[src/verilog/sfr_consts.vh]
/*
  constants for the shared function message router: function codes,
  pipeline stage codes, widths and dispatcher counts.
  assumes it is included by its bare name from the router module.
*/
// Summary of operation
// - message holds operands, target, opcode, reply register
// - decode low target codes two through six
// - decode target codes seven to d; rest reserved
// - identify requesting pipeline stages by four-bit code
// - thread creator is both target and requester
// - both data cache codes reach one unit
// - arbitrate concurrent thread start requests
// - bind granted thread to free slot, allocate registers
// - load thread registers from stage and return buffer
// - sleep issuing thread until reply written back
// - thread creator spawns for front end and general work
`ifndef SFR_CONSTS_VH
`define SFR_CONSTS_VH
`define SFR_TARGET_NONE              4'h0
`define SFR_TARGET_TEXTURE_UNIT      4'h2
`define SFR_TARGET_MSG_GATEWAY       4'h3
`define SFR_TARGET_TEXTURE_CACHE     4'h4
`define SFR_TARGET_RENDER_CACHE      4'h5
`define SFR_TARGET_RETURN_BUFFER     4'h6
`define SFR_TARGET_THREAD_CREATOR    4'h7
`define SFR_TARGET_MOTION_ESTIMATOR  4'h8
`define SFR_TARGET_CONSTANT_CACHE    4'h9
`define SFR_TARGET_DATA_CACHE_ZERO   4'ha
`define SFR_TARGET_PIXEL_INTERP      4'hb
`define SFR_TARGET_DATA_CACHE_ONE    4'hc
`define SFR_TARGET_CHECK_REFINE      4'hd
`define SFR_STAGE_NONE               4'h0
`define SFR_STAGE_HULL               4'h4
`define SFR_STAGE_DOMAIN             4'h5
`define SFR_STAGE_THREAD_CREATOR     4'h7
`define SFR_STAGE_VERTEX             4'h9
`define SFR_STAGE_COMMAND_STREAM     4'ha
`define SFR_STAGE_VERTEX_FETCH       4'hb
`define SFR_STAGE_GEOMETRY           4'hc
`define SFR_STAGE_STRIP_FAN          4'he
`define SFR_STAGE_WINDOW_MASK        4'hf
// unit index on the one-hot message output
`define SFR_UNIT_TEXTURE             0
`define SFR_UNIT_GATEWAY             1
`define SFR_UNIT_TEXTURE_CACHE       2
`define SFR_UNIT_RENDER_CACHE        3
`define SFR_UNIT_RETURN_BUFFER       4
`define SFR_UNIT_THREAD_CREATOR      5
`define SFR_UNIT_MOTION_EST          6
`define SFR_UNIT_CONSTANT_CACHE      7
`define SFR_UNIT_DATA_CACHE          8
`define SFR_UNIT_PIXEL_INTERP        9
`define SFR_UNIT_CHECK_REFINE        10
`define SFR_NUM_UNITS                11
// dispatcher defaults
`define SFR_NUM_SLOTS                8
`define SFR_SLOT_BITS                3
`define SFR_REGS_TOTAL               128
`define SFR_REG_BITS                 8
`define SFR_NUM_REQ                  4
// dispatcher states
`define SFR_DS_IDLE                  2'h0
`define SFR_DS_LOAD_STAGE            2'h1
`define SFR_DS_LOAD_RETURN           2'h2
`define SFR_DS_START                 2'h3
`endif

[src/verilog/sfr_router.v]
/*
  shared function message router and thread dispatcher in one module.
  assumes one clock, inputs synchronous to clk, and that execution units
  and shared function units obey valid/ready on each port.
*/
`timescale 1ns/1ns
`default_nettype none
`include "sfr_consts.vh"

module sfr_router #(
  parameter NUM_SLOTS  = `SFR_NUM_SLOTS,   // hardware thread slots
  parameter SLOT_BITS  = `SFR_SLOT_BITS,   // slot index width
  parameter REGS_TOTAL = `SFR_REGS_TOTAL,  // register space per unit
  parameter REG_BITS   = `SFR_REG_BITS,    // register address width
  parameter NUM_REQ    = `SFR_NUM_REQ,     // thread start requesters
  parameter DATA_W     = 32,               // payload / operand width
  parameter OP_W       = 16                // function specific opcode
)(
  input  wire                      clk,
  input  wire                      rstn,
  // message in from issuing threads
  input  wire                      msg_valid,
  output wire                      msg_ready,
  input  wire [3:0]                msg_target_function_code,
  input  wire [OP_W-1:0]           msg_opcode,
  input  wire [REG_BITS-1:0]       msg_operand_base,
  input  wire [3:0]                msg_operand_count,
  input  wire [REG_BITS-1:0]       msg_reply_reg,
  input  wire                      msg_needs_reply,
  input  wire [SLOT_BITS-1:0]      msg_slot,
  // message out to shared function units
  output reg  [`SFR_NUM_UNITS-1:0] unit_valid,
  input  wire [`SFR_NUM_UNITS-1:0] unit_ready,
  output reg  [OP_W-1:0]           unit_opcode,
  output reg  [REG_BITS-1:0]       unit_operand_base,
  output reg  [3:0]                unit_operand_count,
  output reg  [REG_BITS-1:0]       unit_reply_reg,
  output reg  [SLOT_BITS-1:0]      unit_slot,
  output reg                       unit_ext_msg,
  output reg                       msg_dropped,
  // reply writeback completion from units
  input  wire                      reply_done,
  input  wire [SLOT_BITS-1:0]      reply_slot,
  output wire [NUM_SLOTS-1:0]      slot_asleep,
  // thread start requests from pipeline stages
  input  wire [NUM_REQ-1:0]        req_valid,
  input  wire [NUM_REQ*4-1:0]      req_pipeline_stage_code,
  input  wire [NUM_REQ*REG_BITS-1:0] req_reg_count,
  input  wire [NUM_REQ*DATA_W-1:0] req_payload,
  output wire [NUM_REQ-1:0]        req_grant,
  // return buffer payload
  input  wire [DATA_W-1:0]         rb_payload,
  // register initialisation write port
  output reg                       init_we,
  output reg  [SLOT_BITS-1:0]      init_slot,
  output reg  [REG_BITS-1:0]       init_addr,
  output reg  [DATA_W-1:0]         init_data,
  // thread start and retirement
  output reg                       thread_start,
  output reg  [SLOT_BITS-1:0]      thread_slot,
  output reg  [3:0]                thread_stage,
  input  wire                      thread_end,
  input  wire [SLOT_BITS-1:0]      thread_end_slot,
  output wire [NUM_SLOTS-1:0]      slot_busy
);

  // ****************************************************************
  // target decode
  // ****************************************************************

  // unit index for a target code, or -1 if null/reserved
  function integer sfr_unit;
    input [3:0] code;
    begin
      case (code)
        `SFR_TARGET_TEXTURE_UNIT:     sfr_unit = `SFR_UNIT_TEXTURE;
        `SFR_TARGET_MSG_GATEWAY:      sfr_unit = `SFR_UNIT_GATEWAY;
        `SFR_TARGET_TEXTURE_CACHE:    sfr_unit = `SFR_UNIT_TEXTURE_CACHE;
        `SFR_TARGET_RENDER_CACHE:     sfr_unit = `SFR_UNIT_RENDER_CACHE;
        `SFR_TARGET_RETURN_BUFFER:    sfr_unit = `SFR_UNIT_RETURN_BUFFER;
        `SFR_TARGET_THREAD_CREATOR:   sfr_unit = `SFR_UNIT_THREAD_CREATOR;
        `SFR_TARGET_MOTION_ESTIMATOR: sfr_unit = `SFR_UNIT_MOTION_EST;
        `SFR_TARGET_CONSTANT_CACHE:   sfr_unit = `SFR_UNIT_CONSTANT_CACHE;
        `SFR_TARGET_DATA_CACHE_ZERO:  sfr_unit = `SFR_UNIT_DATA_CACHE;
        `SFR_TARGET_PIXEL_INTERP:     sfr_unit = `SFR_UNIT_PIXEL_INTERP;
        `SFR_TARGET_DATA_CACHE_ONE:   sfr_unit = `SFR_UNIT_DATA_CACHE;
        `SFR_TARGET_CHECK_REFINE:     sfr_unit = `SFR_UNIT_CHECK_REFINE;
        default:                      sfr_unit = -1;
      endcase
    end
  endfunction

  // known requesting stage codes, the rest are refused
  function stage_ok;
    input [3:0] code;
    begin
      case (code)
        `SFR_STAGE_HULL, `SFR_STAGE_DOMAIN, `SFR_STAGE_THREAD_CREATOR,
        `SFR_STAGE_VERTEX, `SFR_STAGE_COMMAND_STREAM, `SFR_STAGE_VERTEX_FETCH,
        `SFR_STAGE_GEOMETRY, `SFR_STAGE_STRIP_FAN,
        `SFR_STAGE_WINDOW_MASK:       stage_ok = 1'b1;
        default:                      stage_ok = 1'b0;
      endcase
    end
  endfunction

  integer          dec_idx;                 // decoded unit index
  wire             out_busy = |unit_valid;  // output register holds a message
  wire             out_free = !out_busy || |(unit_valid & unit_ready);
  assign msg_ready = out_free;

  always @*
  begin
    dec_idx = sfr_unit(msg_target_function_code);
  end

  // ****************************************************************
  // message output register
  // ****************************************************************

  // one-entry skid: a new message loads as the old one leaves
  always @(posedge clk or negedge rstn)
  begin
    if (!rstn)
    begin
      unit_valid         <= {`SFR_NUM_UNITS{1'b0}};
      unit_opcode        <= {OP_W{1'b0}};
      unit_operand_base  <= {REG_BITS{1'b0}};
      unit_operand_count <= 4'h0;
      unit_reply_reg     <= {REG_BITS{1'b0}};
      unit_slot          <= {SLOT_BITS{1'b0}};
      unit_ext_msg       <= 1'b0;
      msg_dropped        <= 1'b0;
    end
    else
    begin
      msg_dropped <= 1'b0;
      if (out_free)
      begin
        unit_valid <= {`SFR_NUM_UNITS{1'b0}};
        if (msg_valid && dec_idx >= 0)
        begin
          unit_valid[dec_idx] <= 1'b1;
          unit_opcode         <= msg_opcode;
          unit_operand_base   <= msg_operand_base;
          unit_operand_count  <= msg_operand_count;
          unit_reply_reg      <= msg_reply_reg;
          unit_slot           <= msg_slot;
          unit_ext_msg        <= (msg_target_function_code ==
                                  `SFR_TARGET_DATA_CACHE_ONE);
        end
        else if (msg_valid)
          msg_dropped <= 1'b1;
      end
    end
  end

  // ****************************************************************
  // reply dependency tracking
  // ****************************************************************

  reg  [NUM_SLOTS-1:0] sleep_reg;  // slot waits for a reply
  reg  [NUM_SLOTS-1:0] busy_reg;   // slot holds a resident thread
  assign slot_asleep = sleep_reg;
  assign slot_busy   = busy_reg;

  // set wins over clear when both hit one slot in a cycle
  genvar gs;
  generate
    for (gs = 0; gs < NUM_SLOTS; gs = gs + 1)
    begin : g_sleep
      wire set_s = msg_valid && out_free && msg_needs_reply && dec_idx >= 0
                   && msg_slot == gs;
      wire clr_s = reply_done && reply_slot == gs;
      always @(posedge clk or negedge rstn)
      begin
        if (!rstn)
          sleep_reg[gs] <= 1'b0;
        else if (set_s)
          sleep_reg[gs] <= 1'b1;
        else if (clr_s)
          sleep_reg[gs] <= 1'b0;
      end
    end
  endgenerate

  // ****************************************************************
  // thread dispatcher
  // ****************************************************************

  reg  [1:0]            st_reg;            // dispatcher state
  reg  [SLOT_BITS-1:0]  rr_reg;            // round robin pointer
  reg  [SLOT_BITS-1:0]  gsel_reg;          // granted requester
  reg  [REG_BITS:0]     reg_used_reg;      // allocated register space
  reg  [REG_BITS-1:0]   reg_base [0:NUM_SLOTS-1]; // per slot base
  reg  [REG_BITS-1:0]   reg_size [0:NUM_SLOTS-1]; // per slot size
  reg  [NUM_REQ-1:0]    grant_c;
  reg                   free_found;
  reg  [SLOT_BITS-1:0]  free_slot;
  integer               i;
  integer               k;
  integer               j;                 // loop index of the clocked process only

  wire [REG_BITS-1:0] g_count = req_reg_count[gsel_reg*REG_BITS +: REG_BITS];
  wire [3:0]          g_stage = req_pipeline_stage_code[gsel_reg*4 +: 4];

  // lowest free slot and round robin pick of one valid requester
  always @*
  begin
    free_found = 1'b0;
    free_slot  = {SLOT_BITS{1'b0}};
    grant_c    = {NUM_REQ{1'b0}};
    k          = 0;
    for (i = NUM_SLOTS - 1; i >= 0; i = i - 1)
      if (!busy_reg[i])
      begin
        free_found = 1'b1;
        free_slot  = i[SLOT_BITS-1:0];
      end
    if (st_reg == `SFR_DS_IDLE && free_found)
      for (i = NUM_REQ - 1; i >= 0; i = i - 1)
      begin
        k = (i + rr_reg) % NUM_REQ;
        if (req_valid[k] && stage_ok(req_pipeline_stage_code[k*4 +: 4]) &&
            ({1'b0, req_reg_count[k*REG_BITS +: REG_BITS]} + reg_used_reg
             <= REGS_TOTAL))
          grant_c = {{(NUM_REQ-1){1'b0}}, 1'b1} << k;
      end
  end
  assign req_grant = grant_c;

  // grant, bind, load payloads, start
  always @(posedge clk or negedge rstn)
  begin
    if (!rstn)
    begin
      st_reg       <= `SFR_DS_IDLE;
      rr_reg       <= {SLOT_BITS{1'b0}};
      gsel_reg     <= {SLOT_BITS{1'b0}};
      reg_used_reg <= {(REG_BITS+1){1'b0}};
      busy_reg     <= {NUM_SLOTS{1'b0}};
      init_we      <= 1'b0;
      init_slot    <= {SLOT_BITS{1'b0}};
      init_addr    <= {REG_BITS{1'b0}};
      init_data    <= {DATA_W{1'b0}};
      thread_start <= 1'b0;
      thread_slot  <= {SLOT_BITS{1'b0}};
      thread_stage <= 4'h0;
      for (j = 0; j < NUM_SLOTS; j = j + 1)
      begin
        reg_base[j] <= {REG_BITS{1'b0}};
        reg_size[j] <= {REG_BITS{1'b0}};
      end
    end
    else
    begin
      init_we      <= 1'b0;
      thread_start <= 1'b0;
      // retirement frees slot; simple bump allocator reclaims when empty
      if (thread_end && busy_reg[thread_end_slot])
      begin
        busy_reg[thread_end_slot] <= 1'b0;
        if ((busy_reg & ~({{(NUM_SLOTS-1){1'b0}}, 1'b1} << thread_end_slot))
            == {NUM_SLOTS{1'b0}} && st_reg == `SFR_DS_IDLE && !(|grant_c))
          reg_used_reg <= {(REG_BITS+1){1'b0}};
      end
      case (st_reg)
        `SFR_DS_IDLE:
        begin
          for (j = 0; j < NUM_REQ; j = j + 1)
            if (grant_c[j])
            begin
              gsel_reg <= j[SLOT_BITS-1:0];
              rr_reg   <= j[SLOT_BITS-1:0] + 1'b1;
              st_reg   <= `SFR_DS_LOAD_STAGE;
            end
          if (|grant_c)
          begin
            busy_reg[free_slot] <= 1'b1;
            thread_slot         <= free_slot;
          end
        end
        `SFR_DS_LOAD_STAGE:
        begin
          reg_base[thread_slot] <= reg_used_reg[REG_BITS-1:0];
          reg_size[thread_slot] <= g_count;
          reg_used_reg <= reg_used_reg + {1'b0, g_count};
          init_we   <= 1'b1;
          init_slot <= thread_slot;
          init_addr <= reg_used_reg[REG_BITS-1:0];
          init_data <= req_payload[gsel_reg*DATA_W +: DATA_W];
          st_reg    <= `SFR_DS_LOAD_RETURN;
        end
        `SFR_DS_LOAD_RETURN:
        begin
          init_we   <= 1'b1;
          init_addr <= reg_base[thread_slot] + {{(REG_BITS-1){1'b0}}, 1'b1};
          init_data <= rb_payload;
          st_reg    <= `SFR_DS_START;
        end
        `SFR_DS_START:
        begin
          thread_start <= 1'b1;
          thread_stage <= g_stage;
          st_reg       <= `SFR_DS_IDLE;
        end
        default:
          st_reg <= `SFR_DS_IDLE;
      endcase
    end
  end

endmodule // sfr_router
`default_nettype wire
[config.mk]
export PLATFORM = sky130hd
export DESIGN_NAME = sfr_router
export DESIGN_NICKNAME = d
export VERILOG_FILES = /design/src/verilog/sfr_router.v
export VERILOG_INCLUDE_DIRS = /design/src /design/src/verilog
export SDC_FILE = /design/constraint.sdc
export NUM_CORES = 1
export LEC_CHECK = 0
export BUFFER_PORTS_ARGS = -buffer_cell sky130_fd_sc_hd__buf_2
export CAP_MARGIN = 20
export CELL_PAD_IN_SITES_DETAIL_PLACEMENT = 1
export CELL_PAD_IN_SITES_GLOBAL_PLACEMENT = 2
export CORE_MARGIN = 4
export CORE_UTILIZATION = 32
export DETAILED_ROUTE_END_ITERATION = 8
export PLACE_DENSITY = 0.88
export SETUP_SLACK_MARGIN = 0.02
export SYNTH_ARGS = -nofsm -noshare
export SYNTH_HDL_FRONTEND = slang
export SYNTH_SLANG_ARGS = --single-unit
[constraint.sdc]
create_clock -name clk -period 6.4 [get_ports clk]
set_input_delay 0.32 -clock clk [delete_from_list [all_inputs] [get_ports clk]]
set_output_delay 0.32 -clock clk [all_outputs]
set_load 0.1 [all_outputs]
==> flow_summary.json <==
{
  "status": "finished clean",
  "dieArea_um2": 44000,
  "root_buffer": "clkbuf_16",
  "crit_start": "rr_reg[0]",
  "finalCritPeriodShare": 0.883,
  "post_cts_buffers": 0,
  "cts.sinks": 199,
  "path_cells": "buf_4 -> mux4_2 -> ha_1 -> fa_1 -> a211oi_1 -> nor2_1 -> xor2_1 -> nor4_1 -> a21oi_1 -> nor3_1 -> a311o_1 -> a32o_1 -> buf_2",
  "cts_buffers": 17,
  "fillers": 4607,
  "start_util": 0.326,
  "fin_tns_setup_ps": 0,
  "layout_commonest_cell": "buf_2",
  "async_reset_ff_frac": 1.00,
  "required_ps": 6080,
  "cpMaxStageDelayCell": "nor3_1",
  "row_count": 73,
  "htree_levels": 4,
  "fin_crit_ps": 5650,
  "skew_ps": 14.3,
  "cts_tree": "done",
  "hold_path.startpoint": "msg_reply_reg[5]",
  "cts_buffer_depth": 2,
  "synth_cells": 1221,
  "area_growth_pct": 24.4,
  "ys_seq_area_frac": 0.382,
  "fmax_ghz": 0.177,
  "synth_seq_cells": 199,
  "path_class": "flop to primary output",
  "setup-violations-final": 0,
  "antenna_found_initial": 20,
  "final-seq-area_um2": 4980,
  "die_y_um": 210,
  "synthFlopType": "dfrtp_1",
  "gp_congestion": 0.981,
  "fin_ws_ps": 750,
  "cap_viol_max_count": 0,
  "synth_top_area_frac": 0.382,
  "multi_input_area_um2": 7660,
  "largest_register": "reg_base",
  "ant_nets": 0,
  "port_buffers": 402,
  "grt-ovfl-total": 0,
  "die_x_um": 210,
  "grt_pass1_vias": 12270,
  "coreArea_um2": 40000,
  "hold_viol_final": 0,
  "drive_gt1_frac": 0.409,
  "wl_met2_um": 25800,
  "slew_headroom": 0.291,
  "synth_warnings": 0,
  "nets": 1929,
  "ys_top_cells_by_area": "dfrtp_1 38%, mux4_2 17%, mux2_2 6.7%",
  "routed_wl_um": 51200,
  "layout_common_cells": "402 x buf_2, 209 x nand2_1, 196 x dfrtp_1",
  "synth_top_area_cell": "dfrtp_1",
  "synth_edf_count": 0,
  "met3_length_um": 3500,
  "arrival_ps": 5330,
  "vias": 11806,
  "hold_path.class": "primary input to flop",
  "clock_latency_ps": 450,
  "crit_path_start_kind": "flop",
  "grt_start_max_net_pins": 91,
  "drc": 0,
  "slew_violations": 0,
  "critPathCaptureType": "primary output",
  "largestRegisters": "reg_base x64, init_data x32, unit_opcode x16",
  "largest_reg_flops": 64,
  "first_pass_iters": 5,
  "cpPeakStageDelay_ps": 660,
  "utilization": 0.405,
  "rsz0062_at_grt": "false",
  "syn_avg_cell_area_um2": 10.7,
  "via_per_inst": 5.53,
  "pre_cts_ws_ps": 935,
  "drt-met1-wl_um": 20000,
  "dp_hpwl_um": 40400,
  "grt_pass1_wl_um": 76900,
  "wire_per_inst_um": 24.0,
  "drt_iter0_drc": 684,
  "r2r_start": "rr_reg[0]",
  "pin_count": 403,
  "critPathMaxFanout": 38,
  "dr.max_layer_used": "met5",
  "worstMarginPinSlew_ps": 1060,
  "synth_area_um2": 13000,
  "syn-num-nets": 1560,
  "track_usage": 0.226,
  "path_clk_slew_ps": 80,
  "synth.distinct_cells": 70
}
[per-layer routing]
layer  track usage  up-vias
li1              -     5271
met1         0.276     5948
met2         0.391      473
met3        0.0504      106
met5             0        -
met4        0.0846        8
[critical path, delay by kind of cell, from the launching register on]
kind / cells / cell delay (ps)
AOI/OAI and AO/OA: 4 / 1160
and+or+nand+nor: 3 / 970
muxes: 1 / 580
xor gates and xnor gates: 1 / 160
adders and majority gates: 2 / 640
buffers and inverters: 2 / 990
DFF: 1 / 360
[layout make-up]
type / count / area share
Tap cell: 525 / 0.0405
Sequential cell: 199 / 0.307
Multi-Input combinational cell: 914 / 0.473
Clock inverter: 14 / 0.00834
Inverter: 34 / 0.00787
Clock buffer: 18 / 0.0271
Timing Repair Buffer: 424 / 0.135
Antenna cell: 7 / 0.00108
[synthesized netlist by cell type (8+ instances only)]
master and instances:
inv_1 33, xnor2_1 16, mux2_2 78, nor2_1 86, xor2_1 11, ha_1 56
dfrtp_1 199, mux4_2 98, a31oi_1 39, nor3_1 19, o31ai_1 9, nor3b_1 11
a21oi_1 43, clkbuf_1 59, mux2i_1 22, buf_1 12, nand3_1 13, o21ai_0 57
o21a_1 8, nand2b_1 13, a211oi_1 9, nand2_1 209
[kinds of logic after synthesis]
group	count (synthesis)	share of synthesized area
XOR/XNOR	27	0.0181
adder cells (fa/ha/maj)	62	0.0622
AND/OR/NAND/NOR	394	0.133
buffers and inverters	108	0.0319
AO/OA/AOI/OAI	229	0.114
flip-flops	199	0.382
multiplexers	202	0.258
[stage by stage]
step | hold WS, ps | area (um^2) | cells
2_1_floorplan | 24.4 | 13000 | 1221
3_3_place_gp | 427 | 15600 | 2094
3_5_place_dp | 449 | 15600 | 2094
4_1_cts | 33.5 | 16200 | 2127
5_1_grt | 43.1 | 16200 | 2131
6_report | 57.7 | 16200 | 2135
[what timing repair did]
action / CTS / global route
setup endpoints to repair: 0 / 0
resized for setup: 0 / 0
hold buffers: 1 / 0
hold endpoints to repair: 88 / 0
[worst paths after layout]
check,to,slack (ps),cells after the start
hold reg to reg,unit_opcode[5],480,2
setup reg to reg,thread_slot[2],940,15
max in group asynchronous,rr_reg[0],4470,3
hold / removal,unit_reply_reg[5],60,3
min in group asynchronous,unit_opcode[12],500,2
setup / recovery,req_grant[3],750,13
Power is not shown: default switching activity piles up to over one toggle a cycle in this logic, so the estimate is an artifact.
